`src/sirm_pkg.sv`:
```
package sirm_pkg;
	// register map
	localparam logic [3:0] ADDR_CSR = 4'h0;
	localparam logic [3:0] ADDR_CFG = 4'h4;
	localparam int BIT_SRC_SEL = 7;
	localparam int BIT_IRQ_EN = 6;
	localparam int BIT_LEVEL = 5;
	localparam int BIT_SUPPLY_RF = 4;
	localparam int BIT_WDG_RF = 0;
	localparam logic [7:0] CSR_RESET = 8'h00;
	// reset delay
	localparam int CLK_MHZ = 100;
	localparam int DELAY_SHORT_CYC = 256;
	localparam int DELAY_LONG_CYC = 4096;
	// minimum output reset pulse
	localparam int PULSE_MIN_NS = 20000;
	localparam int PULSE_MIN_CYC = (PULSE_MIN_NS * CLK_MHZ + 999) / 1000;
	localparam int FETCH_CYC = 2;
	typedef enum logic [1:0] {
		SIRM_RUN,
		SIRM_ACTIVE,
		SIRM_DELAY
	} sirm_state_t;
endpackage

```
`src/sirm_monitor.sv`:
```
// The Avalon-MM interface to the registers and the placing of the registers were decided locally.
`timescale 1ns/1ns
// Summary of operation
// - low supply holds chip reset, line low
// - watchdog underflow drives line for minimum pulse
// - detector present and threshold set by option
// - aux detector inactive when detector disabled
// - bit 5 shows synced comparator level
// - bit 7 selects supply or sense pin
// - bit 6 enables irq on both edges
// - pending irq cleared on service entry
// - irq needs enable and cleared cpu mask
// - irq wakes wait, not halt
// - register frozen during halt
// - no rising irq within reset delay
// - enabling while low gives immediate irq
// - supply flag set on low-supply reset
// - pin and watchdog resets keep supply flag
// - watchdog flag set, cleared by write, supply reset or pin reset
// - flag pair encodes reset cause
// - flags unreliable when detector disabled
// - control bits reset zero, flags keep cause
// - 256 or 4096 cycle delay after reset
module sirm_monitor #(
	parameter int DELAY_LONG = sirm_pkg::DELAY_LONG_CYC
) (
	// clock, reset, enable
	input wire logic clk_i,
	input wire logic rst_i,
	input wire logic ce_i,
	// nonvolatile options
	input wire logic low_supply_detector_en_i,
	input wire logic [1:0] low_supply_detector_level_i,
	input wire logic long_delay_i,
	// analog and reset sources
	input wire logic low_supply_detector_i,
	input wire logic aux_supply_cmp_i,
	input wire logic aux_sense_pin_cmp_i,
	input wire logic watchdog_underflow_i,
	input wire logic reset_line_in_i,
	// cpu side
	input wire logic cpu_irq_masked_i,
	input wire logic irq_ack_i,
	input wire logic halt_i,
	input wire logic wait_i,
	// avalon-mm slave
	input wire logic [3:0] avs_address,
	input wire logic avs_read,
	input wire logic avs_write,
	input wire logic [31:0] avs_writedata,
	output logic [31:0] avs_readdata,
	output logic avs_waitrequest,
	// outputs
	output logic reset_line_o,
	output logic reset_line_oe_o,
	output logic chip_reset_o,
	output logic irq_o,
	output logic wake_o,
	output logic [1:0] threshold_sel_o,
	output logic aux_src_sel_o
);

	logic [1:0] supply_sync;
	logic [1:0] aux_sup_sync;
	logic [1:0] aux_pin_sync;
	logic [1:0] line_sync;
	logic low_supply;
	logic line_low;
	logic wdg_event;
	logic wdg_prev;
	sirm_pkg::sirm_state_t state;
	logic [15:0] count;
	logic cause_supply;
	logic cause_wdg;
	logic source_select;
	logic irq_enable;
	logic level;
	logic level_valid;
	logic supply_flag;
	logic wdg_flag;
	logic pending;
	logic in_reset;
	logic bus_done;
	logic wr_csr;
	logic [15:0] delay_cyc;
	logic [2:0] oe_hist;
	logic line_low_ext;

	assign low_supply = low_supply_detector_en_i & supply_sync[1];
	assign line_low = ~line_sync[1];
	// own drive echoes through the synchroniser, ignore it
	assign line_low_ext = line_low & ~reset_line_oe_o & (oe_hist == 3'h0);
	assign wdg_event = watchdog_underflow_i & ~wdg_prev;
	assign in_reset = (state != sirm_pkg::SIRM_RUN);
	assign delay_cyc = long_delay_i ? DELAY_LONG[15:0] : 16'(sirm_pkg::DELAY_SHORT_CYC);
	assign wr_csr = avs_write & bus_done & (avs_address == sirm_pkg::ADDR_CSR) & ~halt_i;

	// input synchronisers
	always_ff @(posedge clk_i) begin
		if (rst_i) begin
			supply_sync <= 2'h0;
			aux_sup_sync <= 2'h0;
			aux_pin_sync <= 2'h0;
			line_sync <= 2'h3;
			wdg_prev <= 1'b0;
			oe_hist <= 3'h7;
		end else if (ce_i) begin
			oe_hist <= {oe_hist[1:0], reset_line_oe_o};
			supply_sync <= {supply_sync[0], low_supply_detector_i};
			aux_sup_sync <= {aux_sup_sync[0], aux_supply_cmp_i};
			aux_pin_sync <= {aux_pin_sync[0], aux_sense_pin_cmp_i};
			line_sync <= {line_sync[0], reset_line_in_i};
			wdg_prev <= watchdog_underflow_i;
		end
	end

	// reset sequencer
	always_ff @(posedge clk_i) begin
		if (rst_i) begin
			state <= sirm_pkg::SIRM_ACTIVE;
			count <= 16'h0000;
			cause_supply <= 1'b1;
			cause_wdg <= 1'b0;
		end else if (ce_i) begin
			if (low_supply) begin
				state <= sirm_pkg::SIRM_ACTIVE;
				count <= 16'h0000;
				cause_supply <= 1'b1;
			end else if (wdg_event) begin
				state <= sirm_pkg::SIRM_ACTIVE;
				count <= 16'h0000;
				cause_wdg <= 1'b1;
			end else begin
				case (state)
					sirm_pkg::SIRM_RUN: begin
						if (line_low_ext) begin
							state <= sirm_pkg::SIRM_ACTIVE;
							count <= 16'h0000;
						end
					end
					sirm_pkg::SIRM_ACTIVE: begin
						if (count < 16'(sirm_pkg::PULSE_MIN_CYC)) begin
							count <= count + 16'h0001;
						end else begin
							state <= sirm_pkg::SIRM_DELAY;
							count <= 16'h0000;
						end
					end
					sirm_pkg::SIRM_DELAY: begin
						if (count + 16'h0001 >= delay_cyc) begin
							state <= sirm_pkg::SIRM_RUN;
							count <= 16'h0000;
							cause_supply <= 1'b0;
							cause_wdg <= 1'b0;
						end else begin
							count <= count + 16'h0001;
						end
					end
					default: state <= sirm_pkg::SIRM_ACTIVE;
				endcase
			end
		end
	end

	// reset line and chip reset
	always_ff @(posedge clk_i) begin
		if (rst_i) begin
			reset_line_o <= 1'b0;
			reset_line_oe_o <= 1'b1;
			chip_reset_o <= 1'b1;
		end else if (ce_i) begin
			reset_line_o <= 1'b0;
			reset_line_oe_o <= in_reset | low_supply | wdg_event;
			chip_reset_o <= in_reset | low_supply;
		end
	end

	// option passthrough
	always_ff @(posedge clk_i) begin
		if (rst_i) begin
			threshold_sel_o <= 2'h0;
			aux_src_sel_o <= 1'b0;
		end else if (ce_i) begin
			threshold_sel_o <= low_supply_detector_level_i;
			aux_src_sel_o <= source_select & low_supply_detector_en_i;
		end
	end

	// control bits
	always_ff @(posedge clk_i) begin
		if (rst_i) begin
			source_select <= sirm_pkg::CSR_RESET[sirm_pkg::BIT_SRC_SEL];
			irq_enable <= sirm_pkg::CSR_RESET[sirm_pkg::BIT_IRQ_EN];
		end else if (ce_i) begin
			if (in_reset) begin
				source_select <= 1'b0;
				irq_enable <= 1'b0;
			end else if (wr_csr) begin
				source_select <= avs_writedata[sirm_pkg::BIT_SRC_SEL];
				irq_enable <= avs_writedata[sirm_pkg::BIT_IRQ_EN];
			end
		end
	end

	// reset cause flags
	always_ff @(posedge clk_i) begin
		if (rst_i) begin
			supply_flag <= 1'b1;
			wdg_flag <= 1'b0;
		end else if (ce_i) begin
			if (low_supply) begin
				supply_flag <= 1'b1;
				wdg_flag <= 1'b0;
			end else if (wdg_event) begin
				wdg_flag <= 1'b1;
			end else if (in_reset && !cause_supply && !cause_wdg && state == sirm_pkg::SIRM_ACTIVE) begin
				wdg_flag <= 1'b0;
			end else if (wr_csr && !halt_i) begin
				if (!avs_writedata[sirm_pkg::BIT_SUPPLY_RF]) begin
					supply_flag <= 1'b0;
				end
				if (!avs_writedata[sirm_pkg::BIT_WDG_RF]) begin
					wdg_flag <= 1'b0;
				end
			end
		end
	end

	// aux level and pending interrupt
	always_ff @(posedge clk_i) begin
		if (rst_i) begin
			level <= 1'b0;
			level_valid <= 1'b0;
			pending <= 1'b0;
		end else if (ce_i && !halt_i) begin
			if (!low_supply_detector_en_i || in_reset) begin
				level <= 1'b0;
				level_valid <= 1'b0;
				pending <= 1'b0;
			end else begin
				level <= source_select ? aux_pin_sync[1] : aux_sup_sync[1];
				level_valid <= 1'b1;
				if (irq_enable && level_valid && (level != (source_select ? aux_pin_sync[1]
						: aux_sup_sync[1]))) begin
					pending <= 1'b1;
				end else if (wr_csr && avs_writedata[sirm_pkg::BIT_IRQ_EN] && !irq_enable
						&& level) begin
					pending <= 1'b1;
				end else if (irq_ack_i) begin
					pending <= 1'b0;
				end
			end
		end
	end

	// interrupt and wake outputs
	always_ff @(posedge clk_i) begin
		if (rst_i) begin
			irq_o <= 1'b0;
			wake_o <= 1'b0;
		end else if (ce_i) begin
			irq_o <= pending & irq_enable & ~cpu_irq_masked_i;
			wake_o <= pending & irq_enable & wait_i & ~halt_i;
		end
	end

	// avalon slave, one wait cycle
	always_ff @(posedge clk_i) begin
		if (rst_i) begin
			bus_done <= 1'b0;
			avs_waitrequest <= 1'b1;
			avs_readdata <= 32'h00000000;
		end else if (ce_i) begin
			bus_done <= (avs_read | avs_write) & ~bus_done;
			avs_waitrequest <= ~((avs_read | avs_write) & ~bus_done);
			if (avs_read && !bus_done) begin
				case (avs_address)
					sirm_pkg::ADDR_CSR: avs_readdata <= {24'h000000, source_select, irq_enable,
						level, supply_flag, 3'h0, wdg_flag};
					sirm_pkg::ADDR_CFG: avs_readdata <= {27'h0000000, long_delay_i,
						low_supply_detector_level_i, low_supply_detector_en_i};
					default: avs_readdata <= 32'h00000000;
				endcase
			end
		end
	end

endmodule

```
`config.mk`:
```
export PLATFORM = sky130hd
export DESIGN_NAME = sirm_monitor
export DESIGN_NICKNAME = d
export VERILOG_FILES = /design/src/sirm_pkg.sv /design/src/sirm_monitor.sv
export SDC_FILE = /design/constraint.sdc
export NUM_CORES = 1
export LEC_CHECK = 0
export ABC_AREA = 1
export BUFFER_PORTS_ARGS = -buffer_cell sky130_fd_sc_hd__buf_2
export CAP_MARGIN = 20
export CELL_PAD_IN_SITES_DETAIL_PLACEMENT = 1
export CELL_PAD_IN_SITES_GLOBAL_PLACEMENT = 2
export CORE_MARGIN = 4
export CORE_UTILIZATION = 29
export DETAILED_ROUTE_END_ITERATION = 10
export HOLD_SLACK_MARGIN = 0.12
export PLACE_DENSITY = 0.93
export SETUP_SLACK_MARGIN = 0.05
export SYNTH_ARGS = -nofsm -noshare
export SYNTH_HDL_FRONTEND = slang
export SYNTH_SLANG_ARGS = --single-unit
```
`constraint.sdc`:
```
create_clock -name clk_i -period 3.6 [get_ports clk_i]
set_input_delay 0.36 -clock clk_i [delete_from_list [all_inputs] [get_ports clk_i]]
set_output_delay 0.36 -clock clk_i [all_outputs]
set_load 0.1 [all_outputs]
```
==> results.json, run 1 <==
{
  "status": "complete, no violations",
  "synth_most_common_cell": "nand2_1",
  "finalSetupTns_ps": 0,
  "drt_iter0_markers": 86,
  "area_delta_synth_final_pct": 12.0,
  "muxShareOfSynthArea_pct": 0,
  "crit_path_start_kind": "register",
  "drcViolationCount": 0,
  "drive_gt1_share_pct": 14.2,
  "synthAdderAreaFrac_pct": 2.96,
  "grt_usage_pct": 13.5,
  "antenna_found_initial": 0,
  "seq_area_frac_synth_pct": 37.9,
  "port-buffer-count": 41,
  "drv_cap": 0,
  "cp.arrival_ps": 2900,
  "synthArstFlopShare_pct": 0,
  "synth_top_flop_cell": "dfxtp_1",
  "hold_class": "in -> reg",
  "grt_max_degree": 32,
  "worstSetupEndpointType": "register",
  "syn_inst": 421,
  "tightest_slew_ps": 747,
  "root_buffer": "clkbuf_8",
  "h-tree-depth": 2,
  "cts_buffers": 5,
  "crit_type": "reg -> reg",
  "grt_first_pass_wirelength_um": 13000,
  "final_cell_area_um2": 3320,
  "die_area_um2": 11900,
  "skew_ps": 11.4,
  "yosys.area_share.simple_pct": 31.4,
  "power.density_nw_per_um2": 452,
  "gp_congestion": 0.880,
  "cts_setup_buffers": 0,
  "finalSetupViolCount": 0,
  "finalCritPeriodShare_pct": 75.8,
  "wire_per_inst_um": 13.3,
  "place_area_um2": 3190,
  "die_y_um": 109,
  "irDropWorstVdd_uv": 221,
  "synth-xor-area-share_pct": 1.78,
  "start_util_pct": 30.0,
  "critPathMaxStageDelay_ps": 380,
  "synth-compound-area-share_pct": 12.4,
  "overflow": 0,
  "fillers": 1267,
  "synth_edf_count": 0,
  "cp.required_ps": 3770,
  "hpwl_um": 5810,
  "cts_tree": "yes",
  "ctsHoldBuffers": 0,
  "vias": 2798,
  "core-area_um2": 9860,
  "period_needed_ps": 2730,
  "nNetsFinal": 518,
  "synthTopCellsByArea": "dfxtp_1 (38%), nand2_1 (12%), buf_4 (6.6%)",
  "clk_path_buf_depth": 2,
  "synthTopCellsByCount": "nand2_1 (91), dfxtp_1 (56), inv_1 (38)",
  "slowest_stage": "dfxtp_1",
  "pin_count": 95,
  "synth_area_um2": 2960,
  "ys_ff_latch": 56,
  "rsz0062_at_grt": "no",
  "synth_top_family_by_area": "simple AND/OR/NAND/NOR gates",
  "n_antenna_cell": 0,
  "clk_pin_slew_worst_paths_ps": 100,
  "grt_pass1_vias": 2782,
  "fmax_mhz": 366,
  "synth_top_cell_by_area": "dfxtp_1",
  "synth_top_area_share_pct": 37.9,
  "slew_viol_final": 0,
  "path_delay_family": "simple AND/OR/NAND/NOR gates",
  "dr.pass1.iters": 4,
  "cts_resized": 0,
  "regToRegSetupSlack_ps": 870,
  "routed_wl_um": 7850,
  "avgViaCountPerCell": 4.74,
  "cts_sinks": 56,
  "crit_chain": "ha_1 > nand3_2 > nor2_4 > nand2_1 > xor2_1 > ha_1 > and3_1 > nand3_1 > nor2_1 > nand3_1 > nand2_1 > nand2_2 > nand3_2 > nand2_2 > nand3b_1 > a21oi_1",
  "p_leak_nw": 1.45,
  "path_max_fanout": 13,
  "path_buf_inv": 0,
  "synth_cell_type_count": 38,
  "slew_headroom_pct": 50.2,
  "die_x_um": 109,
  "core.rowCount": 36,
  "insertion_delay_ps": 310,
  "avgSynthCellArea_um2": 7.03,
  "hold_viol_final": 0,
  "ant_nets": 0,
  "yosys_warnings": 0
}
[layout by cell type (no fill, tap or decap)]
master | netlist | final
bufinv_16 | 0 | 2
o211ai_1 | 3 | 3
or2_0 | 1 | 1
dfxtp_1 | 56 | 56
inv_1 | 38 | 38
nand4_1 | 8 | 8
buf_2 | 1 | 41
nor4_1 | 3 | 3
nor2_1 | 37 | 37
or2_2 | 1 | 1
o21ai_1 | 1 | 1
or2_1 | 1 | 1
nand2_1 | 91 | 91
nand3b_1 | 6 | 6
nand2_2 | 3 | 3
xor2_1 | 4 | 4
or3_1 | 1 | 1
clkinv_1 | 1 | 1
a31oi_1 | 1 | 1
o311ai_0 | 1 | 1
nand3_2 | 2 | 2
a21oi_1 | 33 | 33
a32oi_1 | 1 | 1
clkbuf_8 | 0 | 5
o21ai_0 | 27 | 27
nor3_1 | 7 | 7
buf_4 | 26 | 2
xnor2_1 | 2 | 2
nor3_2 | 1 | 1
nor2_2 | 6 | 6
o221ai_1 | 1 | 1
nor2_4 | 1 | 1
inv_2 | 1 | 1
ha_1 | 7 | 7
conb_1 | 1 | 25
a211oi_1 | 1 | 1
and3_1 | 1 | 1
nand3_1 | 34 | 34
[worst register-to-register path: cells and delay by family (launching register included)]
| kind | cells | cell delay (ps) |
|---|---|---|
| DFF | 1 | 380 |
| and+or+nand+nor | 12 | 1460 |
| adders and majority gates | 2 | 520 |
| AOI/OAI and AO/OA | 1 | 60 |
| xor gates and xnor gates | 1 | 170 |
[kinds of logic after synthesis]
kind of cell               count (synthesis)
adders and majority gates                  7
AOI/OAI and AO/OA                         69
other                                      1
DFF                                       56
buffers and inverters                     78
xor gates and xnor gates                   6
and+or+nand+nor                          204
[flip-flops by register name, indices dropped and copies added (netlist names), 2 cells and up]
name / flops
aux_pin_sync: 2
aux_sup_sync: 2
avs_readdata: 8
count: 16
line_sync: 2
oe_hist: 3
state: 2
supply_sync: 2
threshold_sel_o: 2
[cell type report]
class,instances,area [um2],area share [%]
multi-input combinational,311,1530,46.1
tap,133,166,5.02
clock inverter,2,60.1,1.81
sequential,56,1120,33.8
timing repair buffer,43,220,6.64
clock buffer,5,68.8,2.07
inverter,40,150,4.53
[metal layers]
layer  GRT usage [%]  vias up  wire length, um
met3            3.37       11              433
li1                -     1397                -
met5               0        -                0
met1            15.9     1327             3450
met4            4.24        0              133
met2            23.9       63             3830
[final timing paths]
kind                                  start                   endpoint  depth (start not counted)
setup / recovery      count[0]$_SDFFE_PP0P_      count[8]$_SDFFE_PP0P_                         16
hold / removal              reset_line_in_i  line_sync[0]$_SDFFE_PP1P_                          3
setup reg to reg      count[0]$_SDFFE_PP0P_      count[8]$_SDFFE_PP0P_                         16
hold reg to reg   cause_supply$_SDFFE_PP1P_  cause_supply$_SDFFE_PP1P_                          2
[where the power goes]
part	switching (mW)	internal [mW]
Sequential	0.0171	0.645
Combinational	0.291	0.0595
Clock	0.213	0.274
[stage by stage]
step                      setup WS [ps]  utilization [%]  hold WS [ps]  power, mW  cells
after floorplan                    1280                -           420      0.987    445
after global placement              900             32.3           435       1.02    583
after detailed placement            877             32.3           440       1.03    583
after CTS                           851             33.6           255       1.52    590
after global routing                625             33.6           265       1.56    590
final                               871             33.6           258       1.50    590
(Power assumes the default switching activity.)
==> run 2: changes to the inputs <==
Settings changed: CORE_UTILIZATION 29 to 27, PLACE_DENSITY 0.93 to 0.88.
Clock period 3.6 ns to 2.7 ns, I/O delays scaled along.
==> run 2 against run 1 <==
- global-route usage fell by 0.76 points
- die area is 6.9% higher
- combinational power grew 39%
- setup slack lost 650 ps
- via count is 0.39% higher
- sequential power grew 34%
- non-clock buffer count is 9 higher
- fmax increased by 9.9%
- critical endpoint is now state[1]$_SDFFE_PP0P_
==> results.json, run 2 (synthesized netlist as in run 1, its figures left out) <==
{
  "crit_chain": "ha_4 > nand3_4 > nor2_4 > nand2_2 > xor2_1 > ha_1 > and3_1 > nand3_1 > nor2_1 > nand3_1 > nand2_2 > nand2_2 > nand4_1 > nand3_2 > nand2_1 > inv_1 > nor2_1",
  "antenna_found_initial": 0,
  "ant_nets": 0,
  "largest_register": "count",
  "power.density_nw_per_um2": 570,
  "grt_first_pass_wirelength_um": 13600,
  "cp.arrival_ps": 2740,
  "grt_pass1_vias": 2852,
  "pin_count": 95,
  "wire_per_inst_um": 13.6,
  "dr.pass1.iters": 4,
  "cp.required_ps": 2950,
  "drv_cap": 0,
  "cp_num_cells": 17,
  "biggestRegsByFlops": "count x16, avs_readdata x8, oe_hist x3",
  "slowest_stage": "dfxtp_2",
  "clk_pin_slew_worst_paths_ps": 110,
  "die_y_um": 113,
  "port-buffer-count": 41,
  "grt_max_degree": 31,
  "fillers": 1324,
  "die_x_um": 113,
  "drt_iter0_markers": 113,
  "status": "complete, no violations",
  "root_buffer": "clkbuf_8",
  "worstSetupEndpointType": "register",
  "irDropWorstVdd_uv": 237,
  "routed_wl_um": 8180,
  "die_area_um2": 12700,
  "p_leak_nw": 1.49,
  "critPathMaxStageDelay_ps": 380,
  "insertion_delay_ps": 310,
  "final_cell_mix": "nand2_1 (88), dfxtp_1 (53), buf_2 (41), inv_1 (38), nor2_1 (37)",
  "finalCritPeriodShare_pct": 92.0,
  "crit_type": "reg -> reg",
  "reg2reg_depth": 17,
  "start_util_pct": 28.2,
  "path_delay_family": "simple AND/OR/NAND/NOR gates",
  "period_needed_ps": 2480,
  "skew_ps": 5.96,
  "holdPathStages": 3,
  "area_delta_synth_final_pct": 15.3,
  "slew_viol_final": 0,
  "layout_commonest_cell": "nand2_1",
  "nNetsFinal": 527,
  "setup_slack_ps": 217,
  "cts_tree": "yes",
  "path_max_fanout": 3,
  "cpMostUsedCell": "nand2_2",
  "n_antenna_cell": 0,
  "path_buf_inv": 1,
  "core.rowCount": 37,
  "gp_congestion": 0.799,
  "hold_class": "in -> reg",
  "overflow": 0,
  "avgViaCountPerCell": 4.66,
  "total_power_mw": 1.94,
  "slew_headroom_pct": 51.7,
  "crit_path_start_kind": "register",
  "drcViolationCount": 0,
  "hpwl_um": 6030,
  "pre_cts_ws_ps": 43.2,
  "cts_buffers": 5,
  "vias": 2809,
  "h-tree-depth": 2,
  "hold_viol_final": 0,
  "drive_gt1_share_pct": 17.6,
  "fmax_mhz": 403,
  "grt_usage_pct": 12.7,
  "cts_sinks": 56,
  "core-area_um2": 10500,
  "clk_path_buf_depth": 2,
  "finalSetupViolCount": 0,
  "largest_reg_flops": 16,
  "tightest_slew_ps": 724
}
==> run 2: cell count changes in the layout (fill, tap and decap cells not counted), moves of 2 or more <==
cell / before / now
buf_4: 2 / 11
dfxtp_1: 56 / 53
dfxtp_2: 0 / 3
nand2_1: 91 / 88
nand2_2: 3 / 5
==> run 2: layout make-up <==
type                       instances  area (um2)  area share (%)
sequential                        56        1120            33.0
multi-input combinational        311        1570            45.9
clock inverter                     2        38.8            1.14
inverter                          40         150            4.40
timing repair buffer              52         288            8.43
tap                              136         170            4.99
clock buffer                       6        72.6            2.13
==> run 2: metal layers <==
metal / track usage (%) / vias up / wire [um]
met4: 2.56 / 0 / 79
li1: - / 1414 / -
met3: 3.05 / 9 / 387
met2: 22.4 / 51 / 4140
met5: 0 / - / 0
met1: 15.9 / 1335 / 3580
==> run 2: repair_timing <==
item | in CTS | in global routing
pin swaps | 0 | 7
buffers inserted | 0 | 3
gates resized for setup | 1 | 10
setup endpoints to repair | 11 | 15
hold buffers | 0 | 0
==> run 2: through the flow <==
step	hold WS, ps	cells	utilization (%)	TNS (ps)	cell area, um2
after floorplan	396	445	-	0	3050
after global placement	430	591	30.7	0	3230
after detailed placement	453	591	30.7	0	3230
after CTS	153	599	31.8	0	3350
after global routing	161	603	32.5	-0.0688	3410
final	161	603	32.5	0	3410
==> run 2: final timing paths <==
check,start,slack [ps],endpoint
hold / removal,reset_line_in_i,160,line_sync[0]$_SDFFE_PP1P_
setup reg to reg,count[1]$_SDFFE_PP0P_,220,state[1]$_SDFFE_PP0P_
setup / recovery,count[1]$_SDFFE_PP0P_,220,state[1]$_SDFFE_PP0P_
hold reg to reg,cause_supply$_SDFFE_PP1P_,470,cause_supply$_SDFFE_PP1P_
==> run 2: worst register-to-register path: stages, from the launching register on <==
cell	delay, ps
dfxtp_2	380
ha_4	170
nand3_4	100
nor2_4	130
nand2_2	70
xor2_1	150
ha_1	280
and3_1	160
nand3_1	80
nor2_1	140
nand3_1	110
nand2_2	90
nand2_2	70
nand4_1	160
nand3_2	130
nand2_1	100
inv_1	40
nor2_1	80
==> run 2: power by group <==
group / switching (mW) / leakage (nW) / internal, mW
combinational: 0.397 / 0.971 / 0.0909
clock: 0.292 / 0.0558 / 0.281
sequential: 0.0233 / 0.459 / 0.861
==> run 3: changes to the inputs <==
Settings changed: REMOVE_ABC_BUFFERS set to 1.
==> run 3 against run 2 <==
- flip-flop and latch count did not move
- hold slack improved by 2.5 ps
- via count fell by 1.3%
- setup slack better by 3.4 ps
- largest power group unchanged
- global-route usage fell by 0.25 points
- clock skew about the same
- critical path type unchanged
==> results.json, run 3 (synthesized netlist as in run 1, its figures left out) <==
{
  "slew_viol_final": 0,
  "nNetsFinal": 527,
  "biggestRegsByFlops": "count x16, avs_readdata x8, oe_hist x3",
  "antenna_found_initial": 0,
  "overflow": 0,
  "h-tree-depth": 2,
  "grt_pass1_vias": 2843,
  "insertion_delay_ps": 320,
  "start_util_pct": 28.2,
  "cts_buffers": 5,
  "hold_viol_final": 0,
  "power.density_nw_per_um2": 572,
  "die_x_um": 113,
  "crit_type": "reg -> reg",
  "cts_tree": "yes",
  "die_y_um": 113,
  "finalSetupViolCount": 0,
  "finalCritPeriodShare_pct": 91.8,
  "critPathMaxStageDelay_ps": 360,
  "ctsHoldBuffers": 0,
  "worstSetupEndpointType": "register",
  "status": "complete, no violations",
  "cp.required_ps": 2950,
  "irDropWorstVdd_uv": 254,
  "core-area_um2": 10500,
  "core.rowCount": 37,
  "clk_path_buf_depth": 2,
  "netSwitchingFraction_pct": 36.8,
  "seqCellArea_um2": 1120,
  "path_max_fanout": 6,
  "combPwrFrac_pct": 24.8,
  "slowest_stage": "dfxtp_2",
  "hold_class": "in -> reg",
  "holdPathStages": 3,
  "grt_first_pass_wirelength_um": 13300,
  "grt_max_degree": 31,
  "layout_commonest_cell": "nand2_1",
  "period_needed_ps": 2480,
  "largest_register": "count",
  "multi_input_area_um2": 1560,
  "grt_usage_pct": 12.5,
  "final_cell_mix": "nand2_1 (91), dfxtp_1 (54), buf_2 (41), inv_1 (38), nor2_1 (36)",
  "area_delta_synth_final_pct": 14.8,
  "clk_pin_slew_worst_paths_ps": 110,
  "reg2reg_from": "count[0]$_SDFFE_PP0P_",
  "total_power_mw": 1.94,
  "pin_count": 95,
  "port-buffer-count": 41,
  "skew_ps": 5.60,
  "p_leak_nw": 1.48,
  "drt_iter0_markers": 85,
  "largest_reg_flops": 16,
  "hpwl_um": 5960,
  "wire_per_inst_um": 13.2,
  "routed_wl_um": 7990,
  "root_buffer": "clkbuf_8",
  "crit_path_start_kind": "register",
  "cts_sinks": 56,
  "slew_headroom_pct": 49.0,
  "ant_nets": 0,
  "finalSetupTns_ps": 0,
  "dr.pass1.iters": 4,
  "cp.arrival_ps": 2730,
  "seq_power_share_pct": 45.4,
  "drcViolationCount": 0,
  "drive_gt1_share_pct": 16.9,
  "reg2reg_depth": 16,
  "crit_path_start": "count[0]$_SDFFE_PP0P_",
  "drv_cap": 0,
  "n_antenna_cell": 0,
  "vias": 2772,
  "power.switching_mw": 0.715,
  "p_int_mw": 1.23,
  "gp_congestion": 0.776,
  "fillers": 1332,
  "rsz0062_at_grt": "no",
  "clkPwrFrac_pct": 29.7,
  "min_from": "reset_line_in_i",
  "avgViaCountPerCell": 4.60,
  "die_area_um2": 12700,
  "tightest_slew_ps": 765,
  "crit_chain": "ha_2 > nand3_2 > nor2_4 > nand2_1 > xor2_1 > ha_1 > and3_1 > nand3_1 > nor2_2 > nand3_1 > nand2_1 > nand2_2 > nand3_4 > nand2_2 > nand3b_1 > a21oi_1",
  "fmax_mhz": 403
}
[run 3: power groups by stage]
stage               clock network (mW)  logic [mW]  registers [mW]
floorplan                            0       0.295           0.969
global placement                     0       0.463           0.900
detailed placement                   0       0.472           0.902
CTS                              0.600       0.476           0.883
global route                     0.631       0.524           0.889
finish                           0.578       0.483           0.883
[run 3: path summary, 6_finish.rpt]
kind / end / slack [ps]
hold / removal: line_sync[0]$_SDFFE_PP1P_ / 160
hold reg to reg: aux_sup_sync[1]$_SDFFE_PP0P_ / 470
setup / recovery: count[6]$_SDFFE_PP0P_ / 220
setup reg to reg: count[6]$_SDFFE_PP0P_ / 220
[run 3: critical path, delay by kind of cell (launching register included)]
kind	cells	cell delay (ps)
compound gates	1	140
simple gates	12	1260
flops	1	360
xor+xnor	1	160
fa+ha+maj	2	500
[run 3: cell type report]
class,count,area share [%]
inverters,40,4.42
clock buffers,6,2.14
repair buffers,51,8.25
multi-input cells,312,46.0
flip-flops and latches,56,33.1
clock inverters,2,1.14
well taps,136,5.01
[run 3: repair_timing]
item / CTS / global route
endpoints found under the setup margin: 2 / 15
setup buffers: 0 / 2
pin swaps: 0 / 1
resized for setup: 1 / 7
gates cloned: 0 / 1
[run 3: stage by stage]
step                hold WS (ps)  utilization, %  cells  setup WS [ps]  area [um2]
CTS                          160            31.8    599            117        3350
floorplan                    339               -    407            402        2800
finish                       163            32.3    603            220        3400
detailed placement           455            30.7    591           84.4        3230
global placement             434            30.7    591            149        3230
global route                 184            32.3    603           51.3        3400
[run 3: layer usage]
metal	up-vias	GRT usage, %	wire length (um)
met2	61	21.6	3770
met3	9	2.62	389
met4	0	2.40	79
li1	1414	-	-
met1	1288	16.1	3750
met5	-	0	0
